File: src/verilog/cfd_pkg.sv
package cfd_pkg;

  // Word layout
  localparam int WORD_W        = 32;
  localparam int PAIR_W        = 64;
  localparam int ADDR_LSB      = 0;
  localparam int ADDR_W        = 24;
  localparam int TSEL_LSB      = 24;
  localparam int TSEL_W        = 3;
  localparam int VALUE_LSB     = 0;
  localparam int VALUE_W       = 10;
  localparam int RSRC_LSB      = 16;
  localparam int RSRC_W        = 5;
  localparam int SIGN_BIT      = 25;
  localparam int VIM_LSB       = 26;
  localparam int RIM_LSB       = 28;
  localparam int WSOP_LSB      = 30;
  localparam int MODE_W        = 2;
  localparam int POP_LSB       = 0;
  localparam int POP_W         = 3;
  localparam int CONST_LSB     = 3;
  localparam int CONST_W       = 5;
  localparam int TEST_LSB      = 8;
  localparam int COUNT_LSB     = 10;
  localparam int COUNT_W       = 6;
  localparam int VPM_BIT       = 20;
  localparam int EOP_BIT       = 21;
  localparam int OPC_LSB       = 22;
  localparam int OPC_W         = 8;
  localparam int WQM_BIT       = 30;
  localparam int BAR_BIT       = 31;

  // Address shifts: field holds byte bits from bit 3 upward
  localparam int ADDR_SHIFT    = 3;
  localparam int BYTE_ADDR_W   = 35;
  localparam int CLAUSE_ADDR_W = 27;
  localparam int FETCH_ALIGN   = 16;

  // Call nesting
  localparam int CALL_DEPTH_MAX = 32;
  localparam int DEPTH_W        = 6;

  // Opcodes of interest
  localparam logic [7:0] OPC_NOP        = 8'h00;
  localparam logic [7:0] OPC_TEX_CLAUSE = 8'h01;
  localparam logic [7:0] OPC_VTX_CLAUSE = 8'h02;
  localparam logic [7:0] OPC_SHR_CLAUSE = 8'h03;
  localparam logic [7:0] OPC_CALL       = 8'h12;
  localparam logic [7:0] OPC_EMIT       = 8'h15;
  localparam logic [7:0] OPC_EMIT_CUT   = 8'h16;
  localparam logic [7:0] OPC_CUT        = 8'h17;
  localparam logic [7:0] OPC_TEX_ACK    = 8'h1B;
  localparam logic [7:0] OPC_VTX_ACK    = 8'h1C;
  localparam logic [7:0] OPC_TABLE_JUMP = 8'h1D;
  localparam logic [7:0] OPC_WAVE_SYNC  = 8'h1E;

  // Table source encodings
  localparam logic [2:0] TSEL_CONST_A = 3'h0;
  localparam logic [2:0] TSEL_CONST_D = 3'h3;
  localparam logic [2:0] TSEL_INDEX0  = 3'h4;
  localparam logic [2:0] TSEL_INDEX1  = 3'h5;

  // Field reset value
  localparam logic [PAIR_W-1:0] PAIR_RESET = 64'h0000_0000_0000_0000;

  typedef enum logic [1:0] {
    test_active_pixels, test_never_pass, test_boolean_true, test_boolean_false
  } cfd_test_t;

  typedef enum logic [1:0] {
    semaphore_signal, semaphore_wait, wavefront_barrier_op, resource_initialise_op
  } cfd_wsop_t;

  typedef enum logic [1:0] {
    load_from_instr, load_from_index0, load_from_index1, load_from_mix
  } cfd_vim_t;

  typedef enum logic [1:0] {
    rsrc_no_index, rsrc_add_index0, rsrc_add_index1, rsrc_invalid
  } cfd_rim_t;

endpackage

File: src/verilog/cfd_decoder.sv
// What this block does
// [RULE_01] Decode each instruction as 64-bit low/high pair
// [RULE_02] Clause start: low bits 23:0 are byte 26:3
// [RULE_03] Jump target: same field is byte 34:3; code places it at byte 26:3
// [RULE_04] Offsets added to program base register
// [RULE_05] Producer aligns fetch clauses to 16 bytes
// [RULE_06] Table source select: constants A-D, index0, index1
// [RULE_07] Fields default zero; unassigned bits reserved
// [RULE_08] Wave-sync bits 9:0 give counter load value
// [RULE_09] Wave-sync bits 20:16 give resource index
// [RULE_10] Bit 25 makes counter signed, else unsigned
// [RULE_11] Bits 27:26 choose counter load value source
// [RULE_12] Bits 29:28 add index register to resource
// [RULE_13] Bits 31:30 select atomic resource operation
// [RULE_14] High bits 2:0 give stack pop count
// [RULE_15] High bits 7:3 select flow constant
// [RULE_16] High bits 9:8 select per-pixel condition test
// [RULE_17] Clause length is count field plus one
// [RULE_18] Call adds count; skip if depth exceeds 32; code adds count bits 14:10 only
// [RULE_19] Emit/cut opcodes read bit 10 as stream
// [RULE_20] Bit 20 treats invalid pixels as inactive
// [RULE_21] Bit 21 marks last instruction, ends program
// [RULE_22] Bit 30 forces all lanes active and valid
// [RULE_23] Bit 31 waits for earlier instructions
// [RULE_24] Opcode in high bits 29:22
// [RULE_25] Wave-sync low layout only for sync opcode
// [RULE_26] Flag invalid override and unassigned table select
`timescale 1ns/1ns
`default_nettype none

module cfd_decoder
  import cfd_pkg::*;
#(
  parameter int SHADER_ENGINES = 1
) (
  // Clock and reset
  input  wire logic                  ref_clk,
  input  wire logic                  srst,
  // Instruction in
  input  wire logic                  instr_valid,
  input  wire logic [WORD_W-1:0]     flow_low_word,
  input  wire logic [WORD_W-1:0]     flow_high_word,
  input  wire logic [BYTE_ADDR_W-1:0] program_base_register,
  input  wire logic [DEPTH_W-1:0]    call_depth,
  // Decoded common fields
  output logic                       dec_valid,
  output logic [OPC_W-1:0]           flow_opcode,
  output logic [POP_W-1:0]           pop_count,
  output logic [CONST_W-1:0]         flow_constant_select,
  output cfd_test_t                  pixel_test_select,
  output logic [COUNT_W-1:0]         count_raw,
  output logic [COUNT_W:0]           clause_length,
  output logic                       stream_id,
  output logic                       valid_pixel_mode,
  output logic                       final_instruction_flag,
  output logic                       all_lanes_forced,
  output logic                       barrier_wait,
  output logic                       program_end,
  output logic                       call_skip,
  output logic [DEPTH_W-1:0]         call_depth_next,
  // Default low word
  output logic [BYTE_ADDR_W-1:0]     clause_address,
  output logic [BYTE_ADDR_W-1:0]     jump_address,
  output logic [TSEL_W-1:0]          table_source_select,
  output logic                       table_uses_const,
  output logic [1:0]                 table_const_element,
  output logic                       table_uses_index,
  output logic                       table_index_sel,
  // Wave-sync low word
  output logic                       wave_sync_valid,
  output logic [VALUE_W-1:0]         load_value,
  output logic                       value_signed,
  output logic [RSRC_W-1:0]          resource_index,
  output cfd_vim_t                   load_value_override,
  output cfd_rim_t                   resource_index_override,
  output cfd_wsop_t                  wave_sync_operation,
  // Diagnostics
  output logic                       illegal_encoding,
  output logic                       fetch_misaligned,
  output logic                       mode_conflict
);

  initial begin
    if (SHADER_ENGINES < 1 || SHADER_ENGINES > 2) begin
      $error("SHADER_ENGINES must be 1 or 2");
    end
    // Field layout must fit its word and keep fields apart
    if (PAIR_W != 2 * WORD_W) begin
      $error("pair must be two words");
    end
    if (ADDR_LSB + ADDR_W > TSEL_LSB) begin
      $error("address field overlaps table select");
    end
    if (TSEL_LSB + TSEL_W > WORD_W) begin
      $error("table select outside low word");
    end
    if (VALUE_LSB + VALUE_W > RSRC_LSB) begin
      $error("load value overlaps resource index");
    end
    if (RSRC_LSB + RSRC_W > SIGN_BIT) begin
      $error("resource index overlaps sign bit");
    end
    if (SIGN_BIT >= VIM_LSB) begin
      $error("sign bit overlaps load override");
    end
    if (VIM_LSB + MODE_W > RIM_LSB) begin
      $error("load override overlaps resource override");
    end
    if (RIM_LSB + MODE_W > WSOP_LSB) begin
      $error("resource override overlaps sync operation");
    end
    if (WSOP_LSB + MODE_W > WORD_W) begin
      $error("sync operation outside low word");
    end
    if (POP_LSB + POP_W > CONST_LSB) begin
      $error("pop count overlaps constant select");
    end
    if (CONST_LSB + CONST_W > TEST_LSB) begin
      $error("constant select overlaps pixel test");
    end
    if (TEST_LSB + MODE_W > COUNT_LSB) begin
      $error("pixel test overlaps count");
    end
    if (COUNT_LSB + COUNT_W > VPM_BIT) begin
      $error("count overlaps valid pixel bit");
    end
    if (VPM_BIT >= EOP_BIT) begin
      $error("valid pixel bit overlaps final bit");
    end
    if (EOP_BIT >= OPC_LSB) begin
      $error("final bit overlaps opcode");
    end
    if (OPC_LSB + OPC_W > WQM_BIT) begin
      $error("opcode overlaps forced lanes bit");
    end
    if (WQM_BIT >= BAR_BIT) begin
      $error("forced lanes bit overlaps barrier bit");
    end
    if (BAR_BIT >= WORD_W) begin
      $error("barrier bit outside high word");
    end
    if (ADDR_W + ADDR_SHIFT > BYTE_ADDR_W) begin
      $error("jump offset wider than byte address");
    end
    if (CLAUSE_ADDR_W > BYTE_ADDR_W) begin
      $error("clause offset wider than byte address");
    end
    if ((1 << DEPTH_W) <= CALL_DEPTH_MAX) begin
      $error("call depth too narrow for nesting limit");
    end
    if (FETCH_ALIGN < 2 || (FETCH_ALIGN & (FETCH_ALIGN - 1)) != 0) begin
      $error("fetch alignment not a power of two");
    end
  end

  typedef struct packed {
    logic                   valid;
    logic [OPC_W-1:0]       opc;
    logic [POP_W-1:0]       pop;
    logic [CONST_W-1:0]     cnst;
    cfd_test_t              test;
    logic [COUNT_W-1:0]     cnt;
    logic [COUNT_W:0]       len;
    logic                   stream;
    logic                   vpm;
    logic                   eop;
    logic                   wqm;
    logic                   bar;
    logic                   pend;
    logic                   cskip;
    logic [DEPTH_W-1:0]     cdepth;
    logic [BYTE_ADDR_W-1:0] caddr;
    logic [BYTE_ADDR_W-1:0] jaddr;
    logic [TSEL_W-1:0]      tsel;
    logic                   tconst;
    logic [1:0]             telem;
    logic                   tidx;
    logic                   tidx_sel;
    logic                   ws;
    logic [VALUE_W-1:0]     val;
    logic                   sgn;
    logic [RSRC_W-1:0]      rsrc;
    cfd_vim_t               vim;
    cfd_rim_t               rim;
    cfd_wsop_t              wsop;
    logic                   illegal;
    logic                   misalign;
    logic                   conflict;
  } cfd_state_t;

  cfd_state_t state_reg;
  cfd_state_t state_next;

  logic [PAIR_W-1:0]        pair;
  logic [OPC_W-1:0]         opc;
  logic                     is_sync;
  logic                     is_fetch;
  logic [ADDR_W-1:0]        addr_fld;
  logic [BYTE_ADDR_W-1:0]   clause_off;
  logic [BYTE_ADDR_W-1:0]   jump_off;
  logic [DEPTH_W:0]         depth_sum;
  logic [RSRC_W-1:0]        rsrc_fld;

  always_comb begin
    pair       = {flow_high_word, flow_low_word};  // see [RULE_01]
    opc        = pair[WORD_W+OPC_LSB +: OPC_W];    // see [RULE_24]
    is_sync    = (opc == OPC_WAVE_SYNC);           // see [RULE_25]
    is_fetch   = (opc == OPC_TEX_CLAUSE) || (opc == OPC_VTX_CLAUSE)
              || (opc == OPC_TEX_ACK) || (opc == OPC_VTX_ACK);
    addr_fld   = flow_low_word[ADDR_LSB +: ADDR_W];
    // Clause offsets only span byte bits 26:3
    clause_off = BYTE_ADDR_W'({addr_fld, ADDR_SHIFT'(0)}) &  // see [RULE_02]
                 BYTE_ADDR_W'((36'h1 << CLAUSE_ADDR_W) - 36'h1);
    jump_off   = BYTE_ADDR_W'({addr_fld, ADDR_SHIFT'(0)});    // see [RULE_03]
    depth_sum  = {1'b0, call_depth} + (DEPTH_W+1)'(flow_high_word[COUNT_LSB +: CONST_W]);
    rsrc_fld   = flow_low_word[RSRC_LSB +: RSRC_W];

    state_next = state_reg;
    state_next.valid = instr_valid;
    if (srst) begin
      state_next = cfd_state_t'(PAIR_RESET);  // see [RULE_07]
    end else if (instr_valid) begin
      state_next.opc    = opc;
      state_next.pop    = flow_high_word[POP_LSB +: POP_W];      // see [RULE_14]
      state_next.cnst   = flow_high_word[CONST_LSB +: CONST_W];  // see [RULE_15]
      state_next.test   = cfd_test_t'(flow_high_word[TEST_LSB +: MODE_W]);  // see [RULE_16]
      state_next.cnt    = flow_high_word[COUNT_LSB +: COUNT_W];
      state_next.len    = {1'b0, state_next.cnt} + 7'h01;        // see [RULE_17]
      state_next.stream = ((opc == OPC_EMIT) || (opc == OPC_CUT) || (opc == OPC_EMIT_CUT))
                          && flow_high_word[COUNT_LSB];          // see [RULE_19]
      state_next.vpm    = flow_high_word[VPM_BIT];               // see [RULE_20]
      state_next.eop    = flow_high_word[EOP_BIT];
      state_next.pend   = flow_high_word[EOP_BIT];               // see [RULE_21]
      state_next.wqm    = flow_high_word[WQM_BIT];               // see [RULE_22]
      state_next.bar    = flow_high_word[BAR_BIT];               // see [RULE_23]
      state_next.conflict = flow_high_word[WQM_BIT] && flow_high_word[VPM_BIT];
      // Call count read as 0..31; bit 15 is ignored here
      state_next.cskip  = (opc == OPC_CALL) && (depth_sum > (DEPTH_W+1)'(CALL_DEPTH_MAX)); // see [RULE_18]
      state_next.cdepth = (opc == OPC_CALL && !state_next.cskip) ? depth_sum[DEPTH_W-1:0]
                                                                 : call_depth;
      state_next.ws     = is_sync;
      state_next.illegal = 1'b0;
      state_next.misalign = 1'b0;
      if (is_sync) begin
        state_next.caddr = '0;
        state_next.jaddr = '0;
        state_next.tsel  = '0;
        state_next.tconst = 1'b0;
        state_next.telem = '0;
        state_next.tidx  = 1'b0;
        state_next.tidx_sel = 1'b0;
        state_next.val   = flow_low_word[VALUE_LSB +: VALUE_W];    // see [RULE_08]
        state_next.rsrc  = rsrc_fld;                               // see [RULE_09]
        state_next.sgn   = flow_low_word[SIGN_BIT];                // see [RULE_10]
        state_next.vim   = cfd_vim_t'(flow_low_word[VIM_LSB +: MODE_W]);   // see [RULE_11]
        state_next.rim   = cfd_rim_t'(flow_low_word[RIM_LSB +: MODE_W]);   // see [RULE_12]
        state_next.wsop  = cfd_wsop_t'(flow_low_word[WSOP_LSB +: MODE_W]); // see [RULE_13]
        // Upper resource half only exists with two engines
        state_next.illegal = (state_next.rim == rsrc_invalid)      // see [RULE_26]
                          || (SHADER_ENGINES == 1 && rsrc_fld[RSRC_W-1]);
      end else begin
        state_next.val   = '0;
        state_next.rsrc  = '0;
        state_next.sgn   = 1'b0;
        state_next.vim   = load_from_instr;
        state_next.rim   = rsrc_no_index;
        state_next.wsop  = semaphore_signal;
        state_next.caddr = program_base_register + clause_off;     // see [RULE_04]
        state_next.jaddr = program_base_register + jump_off;
        state_next.tsel  = flow_low_word[TSEL_LSB +: TSEL_W];
        state_next.tconst   = 1'b0;
        state_next.telem    = '0;
        state_next.tidx     = 1'b0;
        state_next.tidx_sel = 1'b0;
        if (opc == OPC_TABLE_JUMP) begin
          // Element and index picks stay zero where they do not apply
          unique case (state_next.tsel) inside
            [TSEL_CONST_A:TSEL_CONST_D]: begin
              state_next.tconst = 1'b1;                            // see [RULE_06]
              state_next.telem  = state_next.tsel[1:0];
            end
            TSEL_INDEX0: begin
              state_next.tidx = 1'b1;
            end
            TSEL_INDEX1: begin
              state_next.tidx     = 1'b1;
              state_next.tidx_sel = 1'b1;
            end
            default: begin
              state_next.illegal = 1'b1;                           // see [RULE_26]
            end
          endcase
        end
        // Report producer slips on fetch clause placement
        state_next.misalign = is_fetch &&
          (state_next.caddr[$clog2(FETCH_ALIGN)-1:0] != '0);      // see [RULE_05]
      end
    end else begin
      state_next.pend  = 1'b0;
      state_next.cskip = 1'b0;
    end
  end

  always_ff @(posedge ref_clk) begin
    state_reg <= state_next;
  end

  assign dec_valid               = state_reg.valid;
  assign flow_opcode             = state_reg.opc;
  assign pop_count               = state_reg.pop;
  assign flow_constant_select    = state_reg.cnst;
  assign pixel_test_select       = state_reg.test;
  assign count_raw               = state_reg.cnt;
  assign clause_length           = state_reg.len;
  assign stream_id               = state_reg.stream;
  assign valid_pixel_mode        = state_reg.vpm;
  assign final_instruction_flag  = state_reg.eop;
  assign all_lanes_forced        = state_reg.wqm;
  assign barrier_wait            = state_reg.bar;
  assign program_end             = state_reg.pend & state_reg.valid;
  assign call_skip               = state_reg.cskip & state_reg.valid;
  assign call_depth_next         = state_reg.cdepth;
  assign clause_address          = state_reg.caddr;
  assign jump_address            = state_reg.jaddr;
  assign table_source_select     = state_reg.tsel;
  assign table_uses_const        = state_reg.tconst;
  assign table_const_element     = state_reg.telem;
  assign table_uses_index        = state_reg.tidx;
  assign table_index_sel         = state_reg.tidx_sel;
  assign wave_sync_valid         = state_reg.ws;
  assign load_value              = state_reg.val;
  assign value_signed            = state_reg.sgn;
  assign resource_index          = state_reg.rsrc;
  assign load_value_override     = state_reg.vim;
  assign resource_index_override = state_reg.rim;
  assign wave_sync_operation     = state_reg.wsop;
  assign illegal_encoding        = state_reg.illegal;
  assign fetch_misaligned        = state_reg.misalign;
  assign mode_conflict           = state_reg.conflict;

endmodule

`default_nettype wire

File: config.mk
export PLATFORM = sky130hd
export DESIGN_NAME = cfd_decoder
export DESIGN_NICKNAME = d
export VERILOG_FILES = /design/src/verilog/cfd_pkg.sv /design/src/verilog/cfd_decoder.sv
export SDC_FILE = /design/constraint.sdc
export NUM_CORES = 1
export LEC_CHECK = 0
export BUFFER_PORTS_ARGS = -buffer_cell sky130_fd_sc_hd__buf_4
export CAP_MARGIN = 0
export CORE_MARGIN = 2
export CORE_UTILIZATION = 50
export DETAILED_ROUTE_END_ITERATION = 8
export PLACE_DENSITY = 0.81
export SLEW_MARGIN = 15
export SYNTH_ARGS = -nofsm -noshare
export SYNTH_HDL_FRONTEND = slang
export SYNTH_SLANG_ARGS = --single-unit
export TNS_END_PERCENT = 100
File: constraint.sdc
create_clock -name ref_clk -period 3.6 [get_ports ref_clk]
set_input_delay 0.72 -clock ref_clk [delete_from_list [all_inputs] [get_ports ref_clk]]
set_output_delay 0.72 -clock ref_clk [all_outputs]
set_load 0.02 [all_outputs]
==> impl_metrics.csv <==
group,metric,value,unit
pwr,total_leakage_power,0.00395,uW
synth,syn-mean-instance-area,8.44,um2
timing,post-route-period-util,83.1,%
worst_setup_path,worst-endpoint-required,3.95,ns
floorplan,ios,257,
synth,top_cells_by_area_synth,"sky130_fd_sc_hd__dfxtp_1 (33%), sky130_fd_sc_hd__buf_4 (15%), sky130_fd_sc_hd__nor2_1 (5.9%), sky130_fd_sc_hd__ha_1 (5.5%), sky130_fd_sc_hd__a22oi_1 (4.7%)",
cells_and_area,final_common_cell,"sky130_fd_sc_hd__buf_4",
synth,synthDominantCellAreaShare,33.4,%
status,outcome,"complete, no violations",
worst_setup_path,rrSetupSlack,2.86,ns
synth,asyncSetResetFlopFracSynth,0,%
worst_setup_path,worst_ep_arrival_time,3.34,ns
worst_setup_path,r2r_end,"call_depth_next[3]",
synth,syn_inst,809,
synth,number_of_enable_flip_flop_cells_after_synthesis,0,
cells_and_area,finish.instance_area,8510,um2
clock_tree,cts.repair.resized,0,
detailed_routing,first_pass_iters,5,
floorplan,floorplan.initialDensity,51.4,%
clock_tree,cts.clk_slew.worst_paths,0.06,ns
place,detailed_place_hpwl,13.8,mm
synth,main_combinational_cell_family_by_area_after_synthesis,"compound AO/OA/AOI/OAI gates",
grt,global_route_wire_length_before_repair,28.6,mm
timing,fmaxAchievable,0.334,GHz
worst_setup_path,timing.critical_path.to_type,"register",
synth,postSynth.topFlopCell,"sky130_fd_sc_hd__dfxtp_1",
timing,slew_viol_final,0,
place,place.gp.congestion,0.912,
timing,setup_violations,0,
synth,synth_seq_cells,114,
pwr,pwr_density_cell,468,nW/um2
timing,hold_violations,0,
place,port_buffers,252,
worst_hold_path,worstHoldEndpoint,"flow_opcode[0]",
detailed_routing,route.final.wire_length,18.2,mm
synth,postSynthNetCount,949,
timing,rsz_0062_raised_after_global_routing,"false",
timing,tightest_slew,1.08,ns
worst_setup_path,slowest_library_cell_on_the_worst_path,"sky130_fd_sc_hd__or3b_2",
cells_and_area,area_growth,24.6,%
timing,period_minus_slack,2.99,ns
clock_tree,clockBufferDepth,2,
worst_setup_path,path_max_fanout,4,
worst_setup_path,crit_path_kind,"input pin to register",
grt,grt.total_usage,24.9,%
clock_tree,htreeDepth,4,
place,placedInstanceArea,7900,um2
floorplan,dieHeight,121,um
synth,yosys.area_share.simple,15.9,%
cells_and_area,post_route_cells_drive_above_1_share,32.8,%
clock_tree,ctsHoldBuffers,0,
synth,ys_seq_area_share,33.4,%
floorplan,floorplan.die_area,14600,um2
floorplan,dieWidth,121,um
grt,number_of_antenna_violations_at_the_first_check_in_global_routing,0,
grt,via_count_of_the_first_global_routing_pass,5847,
synth,synth_largest_area_cell,"sky130_fd_sc_hd__dfxtp_1",
cells_and_area,num-nets-final,1064,
worst_setup_path,crit_top_cell,"sky130_fd_sc_hd__nor2_1",
grt,grt-ovfl-total,0,
clock_tree,tritoncts_num_sinks,114,
detailed_routing,viasPerCell,5.52,
worst_setup_path,ff2ff_path_depth,2,
floorplan,placeable_core_region,13300,um2
timing,maxSlewHeadroom,27.8,%
clock_tree,cts_made_buffers,17,
detailed_routing,drcViolationCount,0,
cells_and_area,largest_reg_flops,35,
worst_setup_path,cp.buffers_inverters,1,
clock_tree,post-cts-setup-buffers,0,
worst_setup_path,reg2reg_from,"call_depth_next[3]",
timing,tns,0,ns
pwr,vdd.ir_drop.worst,253,uV
clock_tree,tritoncts_clock_tree,"yes",
synth,synth_mux_area_share,4.76,%
synth,synthXorXnorAreaFrac,4.10,%
worst_hold_path,hold_class,"register to register",
detailed_routing,vias_post_dr,6143,
worst_setup_path,cp_cell_sequence,"buf_4 -> ha_1 -> fa_1 -> or3b_2 -> nor4_1 -> nor2_1 -> nor3_2 -> nor2_1 -> mux2_4 -> a21oi_2",
cells_and_area,inserted_diodes,0,
worst_hold_path,hold_depth,2,
clock_tree,clkLatencyLatePin,0.42,ns
synth,yosys_warnings,0,
clock_tree,cts-root-buf,"sky130_fd_sc_hd__clkbuf_16",
worst_setup_path,critPathMaxStageDelay,0.48,ns
grt,grt_max_degree,74,
synth,synth_cell_type_count,60,
synth,synth_fa_ha_area_share,6.08,%
cells_and_area,layout_common_cells,"sky130_fd_sc_hd__buf_4 (261), sky130_fd_sc_hd__dfxtp_1 (114), sky130_fd_sc_hd__nor2_1 (108)",
detailed_routing,antenna_left,0,
worst_hold_path,min-delay-start,"flow_opcode[0]",
worst_setup_path,critPathLaunchType,"input pin",
detailed_routing,wl_per_cell,16.3,um
floorplan,rows,42,
worst_setup_path,cp_top_family,"simple AND/OR/NAND/NOR gates",
synth,synth_compound_area_share,19.0,%
detailed_routing,drt_iter0_markers,371,
job,max-cap-violations,0,
synth,synth_area,6830,um2
timing,final.setup_skew,0,ns
## per-stage QoR
step                util [%]  total power, uW  cells  worst slack, ns  hold slack, ns
detailed placement      59.4             2280   1081            0.250           0.458
global route            64.0             4160   1113            0.393           0.483
floorplan                  -             2040    809            0.557           0.439
finish                  64.0             3980   1113            0.609           0.463
global placement        59.4             2260   1081            0.266           0.451
CTS                     64.0             4010   1113            0.657           0.465
## power by group
group | internal (uW) | total, uW | switching (uW)
registers | 1330 | 1380 | 49.6
logic | 388 | 875 | 487
clock network | 1090 | 1720 | 629
total | 2810 | 3980 | 1170
## area by class of cell
cell class,instances,area (um2)
Sequential cell,114,2280
Clock inverter,15,186
Tap cell,176,220
Inverter,6,22.5
Clock buffer,17,425
Timing Repair Buffer,261,1960
Fill cell,1154,4790
Multi-Input combinational cell,524,3410
## metal layers
layer,vias up,routed length (um),global-route usage (%)
li1,2974,-,-
met1,2880,7680,31.1
met2,253,8700,40.7
met3,36,1300,5.50
met4,0,517,11.6
met5,-,0,0
## synth_stat cells, types with 3 or more instances
library cell               instances
sky130_fd_sc_hd__or3_1             7
sky130_fd_sc_hd__inv_1             6
sky130_fd_sc_hd__clkbuf_1         29
sky130_fd_sc_hd__a211oi_1         11
sky130_fd_sc_hd__xor2_1           14
sky130_fd_sc_hd__a22oi_1          43
sky130_fd_sc_hd__a32o_1            3
sky130_fd_sc_hd__buf_1             3
sky130_fd_sc_hd__buf_4           133
sky130_fd_sc_hd__o21ai_1           3
sky130_fd_sc_hd__mux2i_1          31
sky130_fd_sc_hd__nor4_1            4
sky130_fd_sc_hd__ha_1             30
sky130_fd_sc_hd__a21oi_1          38
sky130_fd_sc_hd__or4_1             3
sky130_fd_sc_hd__a31oi_1           4
sky130_fd_sc_hd__a22o_1            3
sky130_fd_sc_hd__nand3_1          17
sky130_fd_sc_hd__o21bai_1          9
sky130_fd_sc_hd__o211ai_1          5
sky130_fd_sc_hd__and3_1            7
sky130_fd_sc_hd__and2_1            5
sky130_fd_sc_hd__nor2b_1           4
sky130_fd_sc_hd__nand2_1          49
sky130_fd_sc_hd__xnor2_1          18
sky130_fd_sc_hd__a21o_1           17
sky130_fd_sc_hd__nor2_1          108
sky130_fd_sc_hd__dfxtp_1         114
sky130_fd_sc_hd__nand2b_1          4
sky130_fd_sc_hd__and4_1            4
sky130_fd_sc_hd__nor3_1            9
sky130_fd_sc_hd__nand4_1           7
sky130_fd_sc_hd__o21ai_0          31
## worst min-delay path, cell delays in order (launching register included)
cell	delay [ns]
sky130_fd_sc_hd__dfxtp_1	0.31
sky130_fd_sc_hd__nand2_1	0.06
sky130_fd_sc_hd__a21oi_1	0.05
## cells by family after synthesis
kind of cell	after synthesis
simple gates	237
compound gates	191
buf+inv	171
flops	114
xor+xnor	32
mux	32
fa+ha+maj	32
## how the worst max path moves through the flow
| stage | start | to | slack (ns) | cells after the start |
|---|---|---|---|---|
| after global placement | flow_high_word[10] | call_depth_next[1] | 0.27 | 10 |
| after floorplan | flow_high_word[10] | call_depth_next[2] | 0.56 | 9 |
| after CTS | flow_high_word[10] | call_depth_next[2] | 0.66 | 10 |
| final | flow_high_word[10] | call_depth_next[2] | 0.61 | 10 |
| after global routing | flow_high_word[10] | call_depth_next[0] | 0.39 | 10 |
| after detailed placement | flow_high_word[10] | call_depth_next[2] | 0.25 | 10 |
Power figures use the tool's default switching activity.
